**src/include/panel_pkg.sv**
```systemverilog
package panel_pkg;

  // Clock rate, 100 MHz
  localparam longint unsigned CLK_KHZ = 64'd100000;

  // Operator timing in milliseconds
  localparam longint unsigned IDLE_MS = 64'd60000;
  localparam longint unsigned FACTORY_MS = 64'd12000;
  localparam longint unsigned HOLD_MS = 64'd5000;
  localparam longint unsigned FLASH_MS = 64'd3000;
  localparam longint unsigned DEBOUNCE_MS = 64'd20;
  localparam longint unsigned BLINK_MS = 64'd250;

  // Same times as clock cycles
  localparam longint unsigned IDLE_CYC = IDLE_MS * CLK_KHZ;
  localparam longint unsigned FACTORY_CYC = FACTORY_MS * CLK_KHZ;
  localparam longint unsigned HOLD_CYC = HOLD_MS * CLK_KHZ;
  localparam longint unsigned FLASH_CYC = FLASH_MS * CLK_KHZ;
  localparam longint unsigned DEBOUNCE_CYC = DEBOUNCE_MS * CLK_KHZ;
  localparam longint unsigned BLINK_CYC = BLINK_MS * CLK_KHZ;

  // Register byte offsets
  localparam logic [7:0] CTRL_OFS = 8'h00;
  localparam logic [7:0] STATUS_OFS = 8'h04;
  localparam logic [7:0] MASK_OFS = 8'h08;

  // Control register field positions
  localparam int CTRL_RM_BIT = 0;
  localparam int CTRL_MR_BIT = 1;

  // Status register field positions
  localparam int STAT_MODE_LSB = 0;
  localparam int STAT_BTN_BIT = 2;
  localparam int STAT_FAULT_BIT = 3;
  localparam int STAT_MVALID_BIT = 4;
  localparam int STAT_START_BIT = 5;

  // Factory default settings
  localparam logic RM_EN_RST = 1'b0;
  localparam logic MR_EN_RST = 1'b0;
  localparam logic MASK_VALID_RST = 1'b0;

  // Display modes, Gray coded along A-B-C-D
  typedef enum logic [1:0] {
    MODE_A = 2'h0,
    MODE_B = 2'h1,
    MODE_C = 2'h3,
    MODE_D = 2'h2
  } disp_mode_t;

endpackage

```
**src/hw/panel_ctrl.sv**
```systemverilog
`timescale 1ns/1ps

// Summary of operation
// - Short press steps mode A, B, C, D
// - One idle minute returns display to A
// - Mode LED off, green, orange, flashing
// - Twelve second hold in A: factory reset
// - Early release cancels the factory reset
// - Factory reset restores every default setting
// - Five second hold in A/D captures mask
// - Deviation from stored mask reports a fault
// - Mode LED flashes after three held seconds, except in C
// - Early release keeps the old mask
// - Five second hold in B toggles manager
// - Early release aborts the manager toggle
// - Enabling manager also enables media redundancy
// - Disabling manager leaves media redundancy unchanged
// - Ring LED off, steady, flashing on break
// - Standby LED off, steady passive, flashing active
// - Startup fault LED steady, flashing, then off
// - Operating error lights LED, opens contact
module panel_ctrl #(
  parameter int NPORT = 8,
  parameter int CW = 36,
  parameter logic [CW-1:0] IDLE_CYC = CW'(panel_pkg::IDLE_CYC),
  parameter logic [CW-1:0] FACTORY_CYC = CW'(panel_pkg::FACTORY_CYC),
  parameter logic [CW-1:0] HOLD_CYC = CW'(panel_pkg::HOLD_CYC),
  parameter logic [CW-1:0] FLASH_CYC = CW'(panel_pkg::FLASH_CYC),
  parameter logic [CW-1:0] DEBOUNCE_CYC = CW'(panel_pkg::DEBOUNCE_CYC),
  parameter logic [CW-1:0] BLINK_CYC = CW'(panel_pkg::BLINK_CYC)
) (
  input wire logic clk_sys,
  input wire logic sys_rst,
  input wire logic btn_n,
  input wire logic [NPORT-1:0] port_link,
  input wire logic [1:0] psu_good,
  input wire logic ring_break,
  input wire logic standby_en,
  input wire logic standby_active,
  input wire logic startup_done,
  input wire logic fw_bad,
  input wire logic error_in,
  input wire logic psel,
  input wire logic penable,
  input wire logic pwrite,
  input wire logic [7:0] paddr,
  input wire logic [31:0] pwdata,
  output logic [31:0] prdata,
  output logic pready,
  output logic pslverr,
  output logic mode_indicator_led_green,
  output logic mode_indicator_led_orange,
  output logic ring_manager_led,
  output logic standby_led,
  output logic fault_led,
  output logic contact_open,
  output logic factory_reset,
  output logic rm_enable,
  output logic mr_enable,
  output logic [NPORT+1:0] fault_mask,
  output logic mask_valid
);

  localparam int MW = NPORT + 2;

  // All state of the block
  typedef struct packed {
    logic sync1;
    logic sync2;
    logic deb;
    logic [CW-1:0] deb_cnt;
    logic [CW-1:0] hold_cnt;
    logic [CW-1:0] idle_cnt;
    logic [CW-1:0] blink_cnt;
    logic blink;
    logic done;
    panel_pkg::disp_mode_t mode;
    logic rm_en;
    logic mr_en;
    logic [MW-1:0] mask;
    logic mask_valid;
    logic factory;
    logic led_g;
    logic led_o;
    logic led_rm;
    logic led_sb;
    logic led_f;
    logic contact;
    logic [31:0] rdata;
  } state_t;

  state_t st_ff;
  state_t nxt_st;

  logic [MW-1:0] live;
  logic release_evt;
  logic rel_short;
  logic hit_hold;
  logic hit_factory;
  logic rm_take;
  logic mask_take;
  logic hold_flash;
  logic idle_to;
  logic fault_now;
  logic wr_acc;
  logic rd_setup;
  logic mapped;

  // Observed good-state vector: supplies above ports
  assign live = {psu_good, port_link};

  // Button events from the debounced level
  assign release_evt = !st_ff.deb && (st_ff.hold_cnt != '0);
  assign rel_short = release_evt && (st_ff.hold_cnt < FLASH_CYC);
  assign hit_hold = st_ff.deb && !st_ff.done && (st_ff.hold_cnt == HOLD_CYC - 1'b1);
  assign hit_factory = st_ff.deb && !st_ff.done && (st_ff.mode == panel_pkg::MODE_A)
    && (st_ff.hold_cnt == FACTORY_CYC - 1'b1);
  assign rm_take = hit_hold && (st_ff.mode == panel_pkg::MODE_B);
  // Mode D acts at five seconds; mode A acts on release between five and twelve
  assign mask_take = (hit_hold && (st_ff.mode == panel_pkg::MODE_D))
    || (release_evt && !st_ff.done && (st_ff.mode == panel_pkg::MODE_A)
        && (st_ff.hold_cnt >= HOLD_CYC));
  assign hold_flash = st_ff.deb && (st_ff.hold_cnt >= FLASH_CYC)
    && (st_ff.mode != panel_pkg::MODE_C);
  assign idle_to = st_ff.idle_cnt >= IDLE_CYC;
  assign fault_now = (st_ff.mask_valid && (live != st_ff.mask)) || error_in;

  // APB decode
  assign mapped = (paddr == panel_pkg::CTRL_OFS) || (paddr == panel_pkg::STATUS_OFS)
    || (paddr == panel_pkg::MASK_OFS);
  assign wr_acc = psel && penable && pwrite && mapped;
  assign rd_setup = psel && !penable;
  assign pready = psel && penable;
  assign pslverr = psel && penable && !mapped;

  // Next state
  always_comb begin
    nxt_st = st_ff;
    nxt_st.factory = 1'b0;
    // Two-flop synchroniser on the pin
    nxt_st.sync1 = btn_n;
    nxt_st.sync2 = st_ff.sync1;
    // Debounce: level must stay different for the whole window
    if ((!st_ff.sync2) != st_ff.deb) begin
      if (st_ff.deb_cnt >= DEBOUNCE_CYC - 1'b1) begin
        nxt_st.deb = !st_ff.sync2;
        nxt_st.deb_cnt = '0;
      end else begin
        nxt_st.deb_cnt = st_ff.deb_cnt + 1'b1;
      end
    end else begin
      nxt_st.deb_cnt = '0;
    end
    // Hold timer, saturating at the longest threshold
    if (st_ff.deb) begin
      if (st_ff.hold_cnt < FACTORY_CYC) begin
        nxt_st.hold_cnt = st_ff.hold_cnt + 1'b1;
      end
    end else begin
      nxt_st.hold_cnt = '0;
      nxt_st.done = 1'b0; // Release ends any pending action
    end
    // Idle timer, cleared by any press
    if (st_ff.deb) begin
      nxt_st.idle_cnt = '0;
    end else if (!idle_to) begin
      nxt_st.idle_cnt = st_ff.idle_cnt + 1'b1;
    end
    // Flash phase generator
    if (st_ff.blink_cnt >= BLINK_CYC - 1'b1) begin
      nxt_st.blink_cnt = '0;
      nxt_st.blink = !st_ff.blink;
    end else begin
      nxt_st.blink_cnt = st_ff.blink_cnt + 1'b1;
    end
    // Display mode stepping
    if (rel_short) begin
      case (st_ff.mode)
        panel_pkg::MODE_A: nxt_st.mode = panel_pkg::MODE_B;
        panel_pkg::MODE_B: nxt_st.mode = panel_pkg::MODE_C;
        panel_pkg::MODE_C: nxt_st.mode = panel_pkg::MODE_D;
        panel_pkg::MODE_D: nxt_st.mode = panel_pkg::MODE_A;
        default: nxt_st.mode = panel_pkg::MODE_A;
      endcase
    end else if (idle_to && !st_ff.deb) begin
      nxt_st.mode = panel_pkg::MODE_A;
    end
    // Software writes
    if (wr_acc && (paddr == panel_pkg::CTRL_OFS)) begin
      nxt_st.rm_en = pwdata[panel_pkg::CTRL_RM_BIT];
      nxt_st.mr_en = pwdata[panel_pkg::CTRL_MR_BIT];
    end
    if (wr_acc && (paddr == panel_pkg::MASK_OFS)) begin
      nxt_st.mask = pwdata[MW-1:0];
      nxt_st.mask_valid = 1'b1;
    end
    // Long-hold actions, button wins over a same-cycle write
    if (rm_take) begin
      nxt_st.done = 1'b1;
      nxt_st.rm_en = !st_ff.rm_en;
      if (!st_ff.rm_en && !st_ff.mr_en) begin
        nxt_st.mr_en = 1'b1;
      end else begin
        nxt_st.mr_en = st_ff.mr_en;
      end
    end
    if (mask_take) begin
      nxt_st.done = 1'b1;
      nxt_st.mask = live;
      nxt_st.mask_valid = 1'b1;
    end
    if (hit_factory) begin
      nxt_st.done = 1'b1;
      nxt_st.factory = 1'b1;
      nxt_st.rm_en = panel_pkg::RM_EN_RST;
      nxt_st.mr_en = panel_pkg::MR_EN_RST;
      nxt_st.mask = '0;
      nxt_st.mask_valid = panel_pkg::MASK_VALID_RST;
      nxt_st.mode = panel_pkg::MODE_A;
    end
    // Mode indicator
    if (hold_flash) begin
      nxt_st.led_g = st_ff.blink;
      nxt_st.led_o = 1'b0;
    end else begin
      case (st_ff.mode)
        panel_pkg::MODE_A: begin
          nxt_st.led_g = 1'b0;
          nxt_st.led_o = 1'b0;
        end
        panel_pkg::MODE_B: begin
          nxt_st.led_g = 1'b1;
          nxt_st.led_o = 1'b0;
        end
        panel_pkg::MODE_C: begin
          nxt_st.led_g = 1'b0;
          nxt_st.led_o = 1'b1;
        end
        panel_pkg::MODE_D: begin
          nxt_st.led_g = st_ff.blink;
          nxt_st.led_o = 1'b1;
        end
        default: begin
          nxt_st.led_g = 1'b0;
          nxt_st.led_o = 1'b0;
        end
      endcase
    end
    // Ring and standby indicators
    nxt_st.led_rm = st_ff.rm_en && (!ring_break || st_ff.blink);
    nxt_st.led_sb = standby_en && (!standby_active || st_ff.blink);
    // Fault indicator and signalling contact
    if (!startup_done) begin
      nxt_st.led_f = fw_bad ? st_ff.blink : 1'b1;
      nxt_st.contact = 1'b0;
    end else begin
      nxt_st.led_f = fault_now;
      nxt_st.contact = fault_now;
    end
    // Read data captured in the setup cycle
    if (rd_setup) begin
      nxt_st.rdata = '0;
      case (paddr)
        panel_pkg::CTRL_OFS: begin
          nxt_st.rdata[panel_pkg::CTRL_RM_BIT] = st_ff.rm_en;
          nxt_st.rdata[panel_pkg::CTRL_MR_BIT] = st_ff.mr_en;
        end
        panel_pkg::STATUS_OFS: begin
          nxt_st.rdata[panel_pkg::STAT_MODE_LSB +: 2] = st_ff.mode;
          nxt_st.rdata[panel_pkg::STAT_BTN_BIT] = st_ff.deb;
          nxt_st.rdata[panel_pkg::STAT_FAULT_BIT] = st_ff.contact;
          nxt_st.rdata[panel_pkg::STAT_MVALID_BIT] = st_ff.mask_valid;
          nxt_st.rdata[panel_pkg::STAT_START_BIT] = startup_done;
        end
        panel_pkg::MASK_OFS: nxt_st.rdata[MW-1:0] = st_ff.mask;
        default: nxt_st.rdata = '0;
      endcase
    end
  end

  // State register
  always_ff @(posedge clk_sys or posedge sys_rst) begin
    if (sys_rst) begin
      st_ff <= '0;
      st_ff.sync1 <= 1'b1;
      st_ff.sync2 <= 1'b1;
      st_ff.mode <= panel_pkg::MODE_A;
      st_ff.rm_en <= panel_pkg::RM_EN_RST;
      st_ff.mr_en <= panel_pkg::MR_EN_RST;
      st_ff.mask_valid <= panel_pkg::MASK_VALID_RST;
      st_ff.led_f <= 1'b1;
    end else begin
      st_ff <= nxt_st;
    end
  end

  // Outputs from flops
  assign prdata = st_ff.rdata;
  assign mode_indicator_led_green = st_ff.led_g;
  assign mode_indicator_led_orange = st_ff.led_o;
  assign ring_manager_led = st_ff.led_rm;
  assign standby_led = st_ff.led_sb;
  assign fault_led = st_ff.led_f;
  assign contact_open = st_ff.contact;
  assign factory_reset = st_ff.factory;
  assign rm_enable = st_ff.rm_en;
  assign mr_enable = st_ff.mr_en;
  assign fault_mask = st_ff.mask;
  assign mask_valid = st_ff.mask_valid;
endmodule

```
**config.mk**
```make
export PLATFORM = sky130hd
export DESIGN_NAME = panel_ctrl
export DESIGN_NICKNAME = d
export VERILOG_FILES = /design/src/include/panel_pkg.sv /design/src/hw/panel_ctrl.sv
export SDC_FILE = /design/constraint.sdc
export NUM_CORES = 1
export LEC_CHECK = 0
export ABC_AREA = 0
export BUFFER_PORTS_ARGS = -buffer_cell sky130_fd_sc_hd__buf_2
export CORE_MARGIN = 8
export CORE_UTILIZATION = 50
export CTS_CLUSTER_SIZE = 24
export DETAILED_ROUTE_END_ITERATION = 6
export MAX_ROUTING_LAYER = met4
export PLACE_DENSITY = 0.7
export SLEW_MARGIN = 20
export SYNTH_ARGS = -nofsm -noshare
export SYNTH_HDL_FRONTEND = slang
export SYNTH_SLANG_ARGS = --single-unit
export TNS_END_PERCENT = 100
```
**constraint.sdc**
```tcl
create_clock -name clk_sys -period 14 [get_ports clk_sys]
set_clock_uncertainty 0.1 [all_clocks]
set_input_delay 2.1 -clock clk_sys [delete_from_list [all_inputs] [get_ports clk_sys]]
set_output_delay 2.1 -clock clk_sys [all_outputs]
set_load 0.01 [all_outputs]
```
==> results by group, run 1 <==
Route
  – Drt first-iter violations: 463
  – DRC viols: 0
  – Vias: 6,949
  – Post-route ant nets: 0
  – First-pass DRT Iterations: 5
  – Routed WL: 18.99 mm
  – Via/cell ratio: 5.573
  – WL per Instance: 15.23 um

Setup path
  – Kind of critical path: in -> out
  – Largest stage delay on the critical path: 330 ps
  – Critical path peak fanout: 5
  – Startpoint types: primary input
  – WP data required: 11,800 ps
  – Cell family with the largest share of critical-path delay: simple AND/OR/NAND/NOR gates
  – CP Cell Sequence: buf_2 -> nor4_1 -> nand2_1 -> a21oi_1 -> nor2b_1 -> buf_2
  – Crit end category: output pin
  – Worst path slowest cell: nor4_1
  – CP Buf/Inv Count: 2
  – Worst Path Arrival: 3080 ps
  – Most used cell, CP: buf_2

Clock tree
  – Clock Sinks: 181
  – Number of gates resized after cts: 0
  – H-tree depth: 4
  – Postcts setup bufs: 0
  – Clock latency on the worst-skew pair: 430 ps
  – Reg clk slew, reported paths: 70 ps
  – Clock buffer depth: 2
  – Post-CTS Hold Buffers: 0
  – Num CTS Buffers: 17
  – Root buffer cell: clkbuf_16
  – CTS tree: done

Finish
  – P&R area growth vs syn: 10.85%
  – Antenna cell count: 0
  – Fraction of layout cells with a size suffix above 1: 12.57%
  – Max FFs per register: 150
  – FILL cells: 1,573
  – Nets: 1,073
  – Most flops, register: st_ff

Synthesis
  – Main synth FF type: dfrtp_1
  – Synth warn: 0
  – Syn Inst Count: 946
  – Unique cell type count in the Yosys netlist: 63
  – #FFs+latches synth: 181
  – Syn avg cell area: 9.708 um2
  – Post-synth EDFFs: 0
  – Sequential area share after synthesis: 49.36%
  – Share of the synthesized area in the top cell type: 48.50%
  – Top post-synthesis cells by area: dfrtp_1 (49%), xor2_1 (5.7%), nor2_1 (4.3%)
  – Asr flop ratio synth: 100.0%
  – Cell Area, Synth: 0.009184 mm2
  – Cell taking the most area after synthesis: dfrtp_1

Die
  – Die Wd: 151.5 um
  – Placeable Area: 0.01802 mm2
  – Die Ht: 151.5 um
  – Site row count: 49
  – Die area: 0.02296 mm2
  – Ports: 116
  – Initial Util: 50.95%

Placed design
  – Dpl hpwl: 12.65 mm
  – Gpl congestion: 0.8423
  – I/O Buffers: 71

Global routing
  – Tot GR Track Use: 17.65%
  – Initial antenna violation count: 0
  – First-pass GRT wire length: 32.13 mm
  – Number of global-route vias before repair: 6,667
  – Grt total ovfl: 0
  – Pin count of the biggest net entering global routing: 105

STA
  – Fmax: 189.5 MHz
  – Final Critical Period: 5277 ps
  – Crit share post-route: 37.69%
  – Final hold slack: 269.1 ps
  – RSZ-0062 raised after global routing: false
  – Fin. max-slew vios: 0
  – # setup viols final: 0
  – Final hold vios: 0
  – Worst slew margin: 32.98%
  – Worst slew pin tran: 1005 ps
  – Setup TNS after final layout: 0 ps

Power
  – Maximum VDD drop: 0.00009628 V
  – Pwr dens: 106.0 mW/mm2
  – Leakage Power: 4.427 nW

Hold path
  – Hold Path Class: reg -> reg

Run
  – Max Cap Viol: 0

Status
  – Outcome: finished, final reports clean
==> report_power, final <==
part	internal, mW	switching (mW)	total (mW)
clock network	0.254	0.219	0.473
logic	0.0198	0.0375	0.0573
registers	0.537	0.0129	0.549
total	0.810	0.269	1.08
==> metrics by stage <==
step | total power [mW] | util, % | instances | setup WS [ps] | cell area, um2
CTS | 1.094 | 56.43 | 1247 | 8704 | 10170
global placement | 0.6164 | 53.13 | 1215 | 8714 | 9577
floorplan | 0.6016 | - | 993 | 6890 | 9360
global route | 1.126 | 56.48 | 1247 | 8541 | 10180
finish | 1.079 | 56.48 | 1247 | 8723 | 10180
detailed placement | 0.6173 | 53.13 | 1215 | 8704 | 9577
==> area by class of cell <==
type,count,area [um2],share of cell area [%]
Clock buffer,17,425.4,4.179
Clock inverter,15,170.2,1.672
Inverter,22,87.58,0.8604
Multi-Input combinational cell,706,4275,42.00
Sequential cell,181,4534,44.54
Tap cell,229,286.5,2.815
Timing Repair Buffer,77,400.4,3.933
==> worst paths after layout <==
| kind | startpoint | end | slack (ps) | depth (start not counted) |
|---|---|---|---|---|
| min in group asynchronous | sys_rst | st_ff[123] | 1740 | 2 |
| setup / recovery | paddr[5] | pslverr | 8720 | 6 |
| max in group asynchronous | sys_rst | st_ff[200] | 10420 | 3 |
| hold / removal | nxt_st[201] | st_ff[201] | 270 | 0 |
| setup reg to reg | st_ff[114] | st_ff[95] | 10990 | 6 |
| hold reg to reg | nxt_st[201] | st_ff[201] | 270 | 0 |
==> cells by family (layout without fill, tap and decap cells) <==
group / count (synthesis) / count (layout) / synth area share (%)
AOI/OAI and AO/OA: 134 / 134 / 9.646
and+or+nand+nor: 410 / 410 / 23.37
muxes: 24 / 24 / 2.629
DFF: 181 / 181 / 49.36
xor gates and xnor gates: 84 / 84 / 8.011
buffers and inverters: 106 / 131 / 6.131
adders and majority gates: 6 / 6 / 0.8174
other: 1 / 48 / 0.04083
==> layout by cell type, fill, tap and decap left out, types with 3 or more instances in the layout <==
master,Yosys,final
a211oi_1,11,11
buf_4,42,6
ha_1,6,6
nor3_1,18,18
buf_2,5,71
and4_1,12,12
nor3b_1,3,3
nand4_1,31,31
dfrtp_1,178,177
conb_1,1,48
inv_6,0,5
o21ai_0,28,28
o31ai_1,14,14
a21oi_1,43,42
nand2b_1,9,9
o211ai_1,5,5
nand2_1,77,77
and2_1,15,15
xnor2_1,24,24
a22oi_1,5,5
clkinv_4,0,4
nor2b_1,6,6
nor2_1,106,106
or4_1,18,18
clkbuf_16,0,17
nor4_1,24,24
nand3_1,43,43
or3_1,18,18
a31oi_1,6,6
and3_1,12,12
inv_1,22,21
dfstp_2,3,3
xor2_1,60,60
mux2i_1,23,23
==> cells in the mapped netlist, types with 6 or more instances <==
master and number:
mux2i_1 23, nor2_1 106, nor2b_1 6, buf_4 42, o31ai_1 14, nand2b_1 9, nand3_1 43, nor4_1 24
or3_1 18, or4_1 18, dfrtp_1 178, nand4_1 31, a21oi_1 43, xnor2_1 24, nor3_1 18, and4_1 12
o21ai_0 28, inv_1 22, xor2_1 60, and2_1 15, clkbuf_1 36, a31oi_1 6, a211oi_1 11, and3_1 12
ha_1 6, nand2_1 77
==> metal layers <==
layer,vias to the layer above,part of all wire (%),track usage (%)
met2,183,47,27.62
met1,3368,46,22.98
met3,12,7.1,3.831
met5,-,0,-
met4,0,0.72,4.606
li1,3386,-,-
==> worst reg2reg max path: stages (launching register included) <==
cell and delay (ps):
dfrtp_1 420, or4_1 540, a2111o_1 520, a21oi_1 810, and4_1 320, xnor2_1 120
nor2_1 50
Power figures use the tool's default switching activity.
==> inputs of run 2 (changes only) <==
--- a/config.mk
+++ b/config.mk
@@ -12,7 +12,7 @@
 export CTS_CLUSTER_SIZE = 24
 export DETAILED_ROUTE_END_ITERATION = 6
 export MAX_ROUTING_LAYER = met4
-export PLACE_DENSITY = 0.7
+export PLACE_DENSITY = 0.73
 export SLEW_MARGIN = 20
 export SYNTH_ARGS = -nofsm -noshare
 export SYNTH_HDL_FRONTEND = slang
==> constraint.sdc (replaced) <==
create_clock -name clk_sys -period 4.72 [get_ports clk_sys]
set_clock_uncertainty 0.1 [all_clocks]
set_input_delay 0.708 -clock clk_sys [delete_from_list [all_inputs] [get_ports clk_sys]]
set_output_delay 0.708 -clock clk_sys [all_outputs]
set_load 0.01 [all_outputs]
==> results by group, run 2 (synthesized netlist as in run 1, its figures left out) <==
Status
  – Outcome: finished, final reports clean

Placed design
  – Placed insts: 1,216
  – Dpl hpwl: 12.76 mm
  – Gpl congestion: 0.8683
  – I/O Buffers: 71
  – Placed Instance Area: 0.009595 mm2

Clock tree
  – Postcts setup bufs: 0
  – Post-CTS Hold Buffers: 0
  – CTS tree: done
  – Root buffer cell: clkbuf_16
  – Clock latency on the worst-skew pair: 430 ps
  – Num CTS Buffers: 17
  – Reg clk slew, reported paths: 70 ps
  – Clock Sinks: 181
  – Clock buffer depth: 2
  – Number of gates resized after cts: 0
  – H-tree depth: 4

Setup path
  – Worst path slowest cell: a21oi_1
  – Startpoint types: flip-flop
  – Start point of the critical path: st_ff[114]
  – WP data required: 4910 ps
  – CP Buf/Inv Count: 0
  – Largest stage delay on the critical path: 830 ps
  – Kind of critical path: reg -> reg
  – Worst Path Arrival: 3240 ps
  – Cell family with the largest share of critical-path delay: compound AO/OA/AOI/OAI gates
  – Crit end category: flip-flop
  – R2r startpoint: st_ff[114]
  – Critical path peak fanout: 11
  – CP Cell Sequence: or4_1 -> a2111o_1 -> a21oi_1 -> and4_1 -> xnor2_1 -> nor2_1

Route
  – First-pass DRT Iterations: 5
  – DRC viols: 0
  – WL per Instance: 15.21 um
  – Post-route ant nets: 0
  – Via/cell ratio: 5.552
  – Routed WL: 18.98 mm
  – Vias: 6,929
  – Drt first-iter violations: 404

STA
  – Worst slew pin tran: 1026 ps
  – Final Critical Period: 3058 ps
  – Fin. max-slew vios: 0
  – Final hold vios: 0
  – Worst slew margin: 31.59%
  – Setup TNS after final layout: 0 ps
  – RSZ-0062 raised after global routing: false
  – # setup viols final: 0
  – Crit share post-route: 64.79%
  – Fmax: 327.0 MHz

Power
  – Pwr dens: 315.2 mW/mm2
  – Design Power: 3.212 mW
  – Maximum VDD drop: 0.0003006 V
  – Leakage Power: 4.424 nW

Finish
  – Most frequent cells in the layout: dfrtp_1 (177), nor2_1 (106), nand2_1 (77)
  – Antenna cell count: 0
  – Finished Cell Area: 0.01019 mm2
  – Commonest non-fill, non-tap cell in the layout: dfrtp_1
  – Fraction of layout cells with a size suffix above 1: 12.56%
  – Most flops, register: st_ff
  – P&R area growth vs syn: 10.95%
  – Non-filler instance count after layout: 1,248
  – Nets: 1,074
  – Max FFs per register: 150

Die
  – Site row count: 49
  – Die Ht: 151.5 um
  – Die Wd: 151.5 um
  – Initial Util: 50.95%
  – Die area: 0.02296 mm2
  – Ports: 116
  – Placeable Area: 0.01802 mm2

Global routing
  – Tot GR Track Use: 17.57%
  – Initial antenna violation count: 0
  – Grt total ovfl: 0
  – Pin count of the biggest net entering global routing: 95
  – First-pass GRT wire length: 31.87 mm
  – Number of global-route vias before repair: 6,687

Hold path
  – Min-delay src: nxt_st[201]
  – Hold Path Class: reg -> reg

Run
  – Max Cap Viol: 0
[run 2: cell types whose count changed in the layout (fill, tap and decap cells not counted), moves of 2 or more]
cell and delta:
clkinv_2 +2, clkinv_4 -3, clkinv_8 -2, clkinvlp_4 +3, inv_8 -2
[run 2: final cells by class]
class	count	area [um2]
clock buffers	19	442.9
multi-input cells	706	4275
clock inverters	13	143.9
flip-flops and latches	181	4534
fillers	1579	7835
repair buffers	78	420.4
well taps	229	286.5
inverters	22	86.33
[run 2: routing by layer]
| metal | share of wire (%) | track usage, % |
|---|---|---|
| met3 | 6.5 | 3.475 |
| met1 | 45 | 22.53 |
| met2 | 47 | 27.42 |
| met5 | 0 | - |
| met4 | 1.7 | 6.222 |
[run 2: worst paths after layout]
kind                         endpoint  slack (ps)  depth (start not counted)
setup / recovery            st_ff[95]        1660                          6
hold / removal             st_ff[201]         260                          0
setup reg to reg            st_ff[95]        1660                          6
hold reg to reg            st_ff[201]         260                          0
max in group asynchronous  st_ff[200]        3060                          3
min in group asynchronous  st_ff[116]         270                          2
[run 2: stage by stage]
step	util [%]	hold slack, ps	worst slack [ps]
after floorplan	-	245.2	1592
after global placement	53.23	252.4	1482
after detailed placement	53.23	246.8	1340
after CTS	56.49	256.5	1683
after global routing	56.53	257.8	1492
final	56.53	256.2	1662
[run 2: power by group]
group	internal, mW	switching, mW	total, mW
combinational	0.0606	0.113	0.174
clock	0.800	0.608	1.41
sequential	1.59	0.0381	1.63
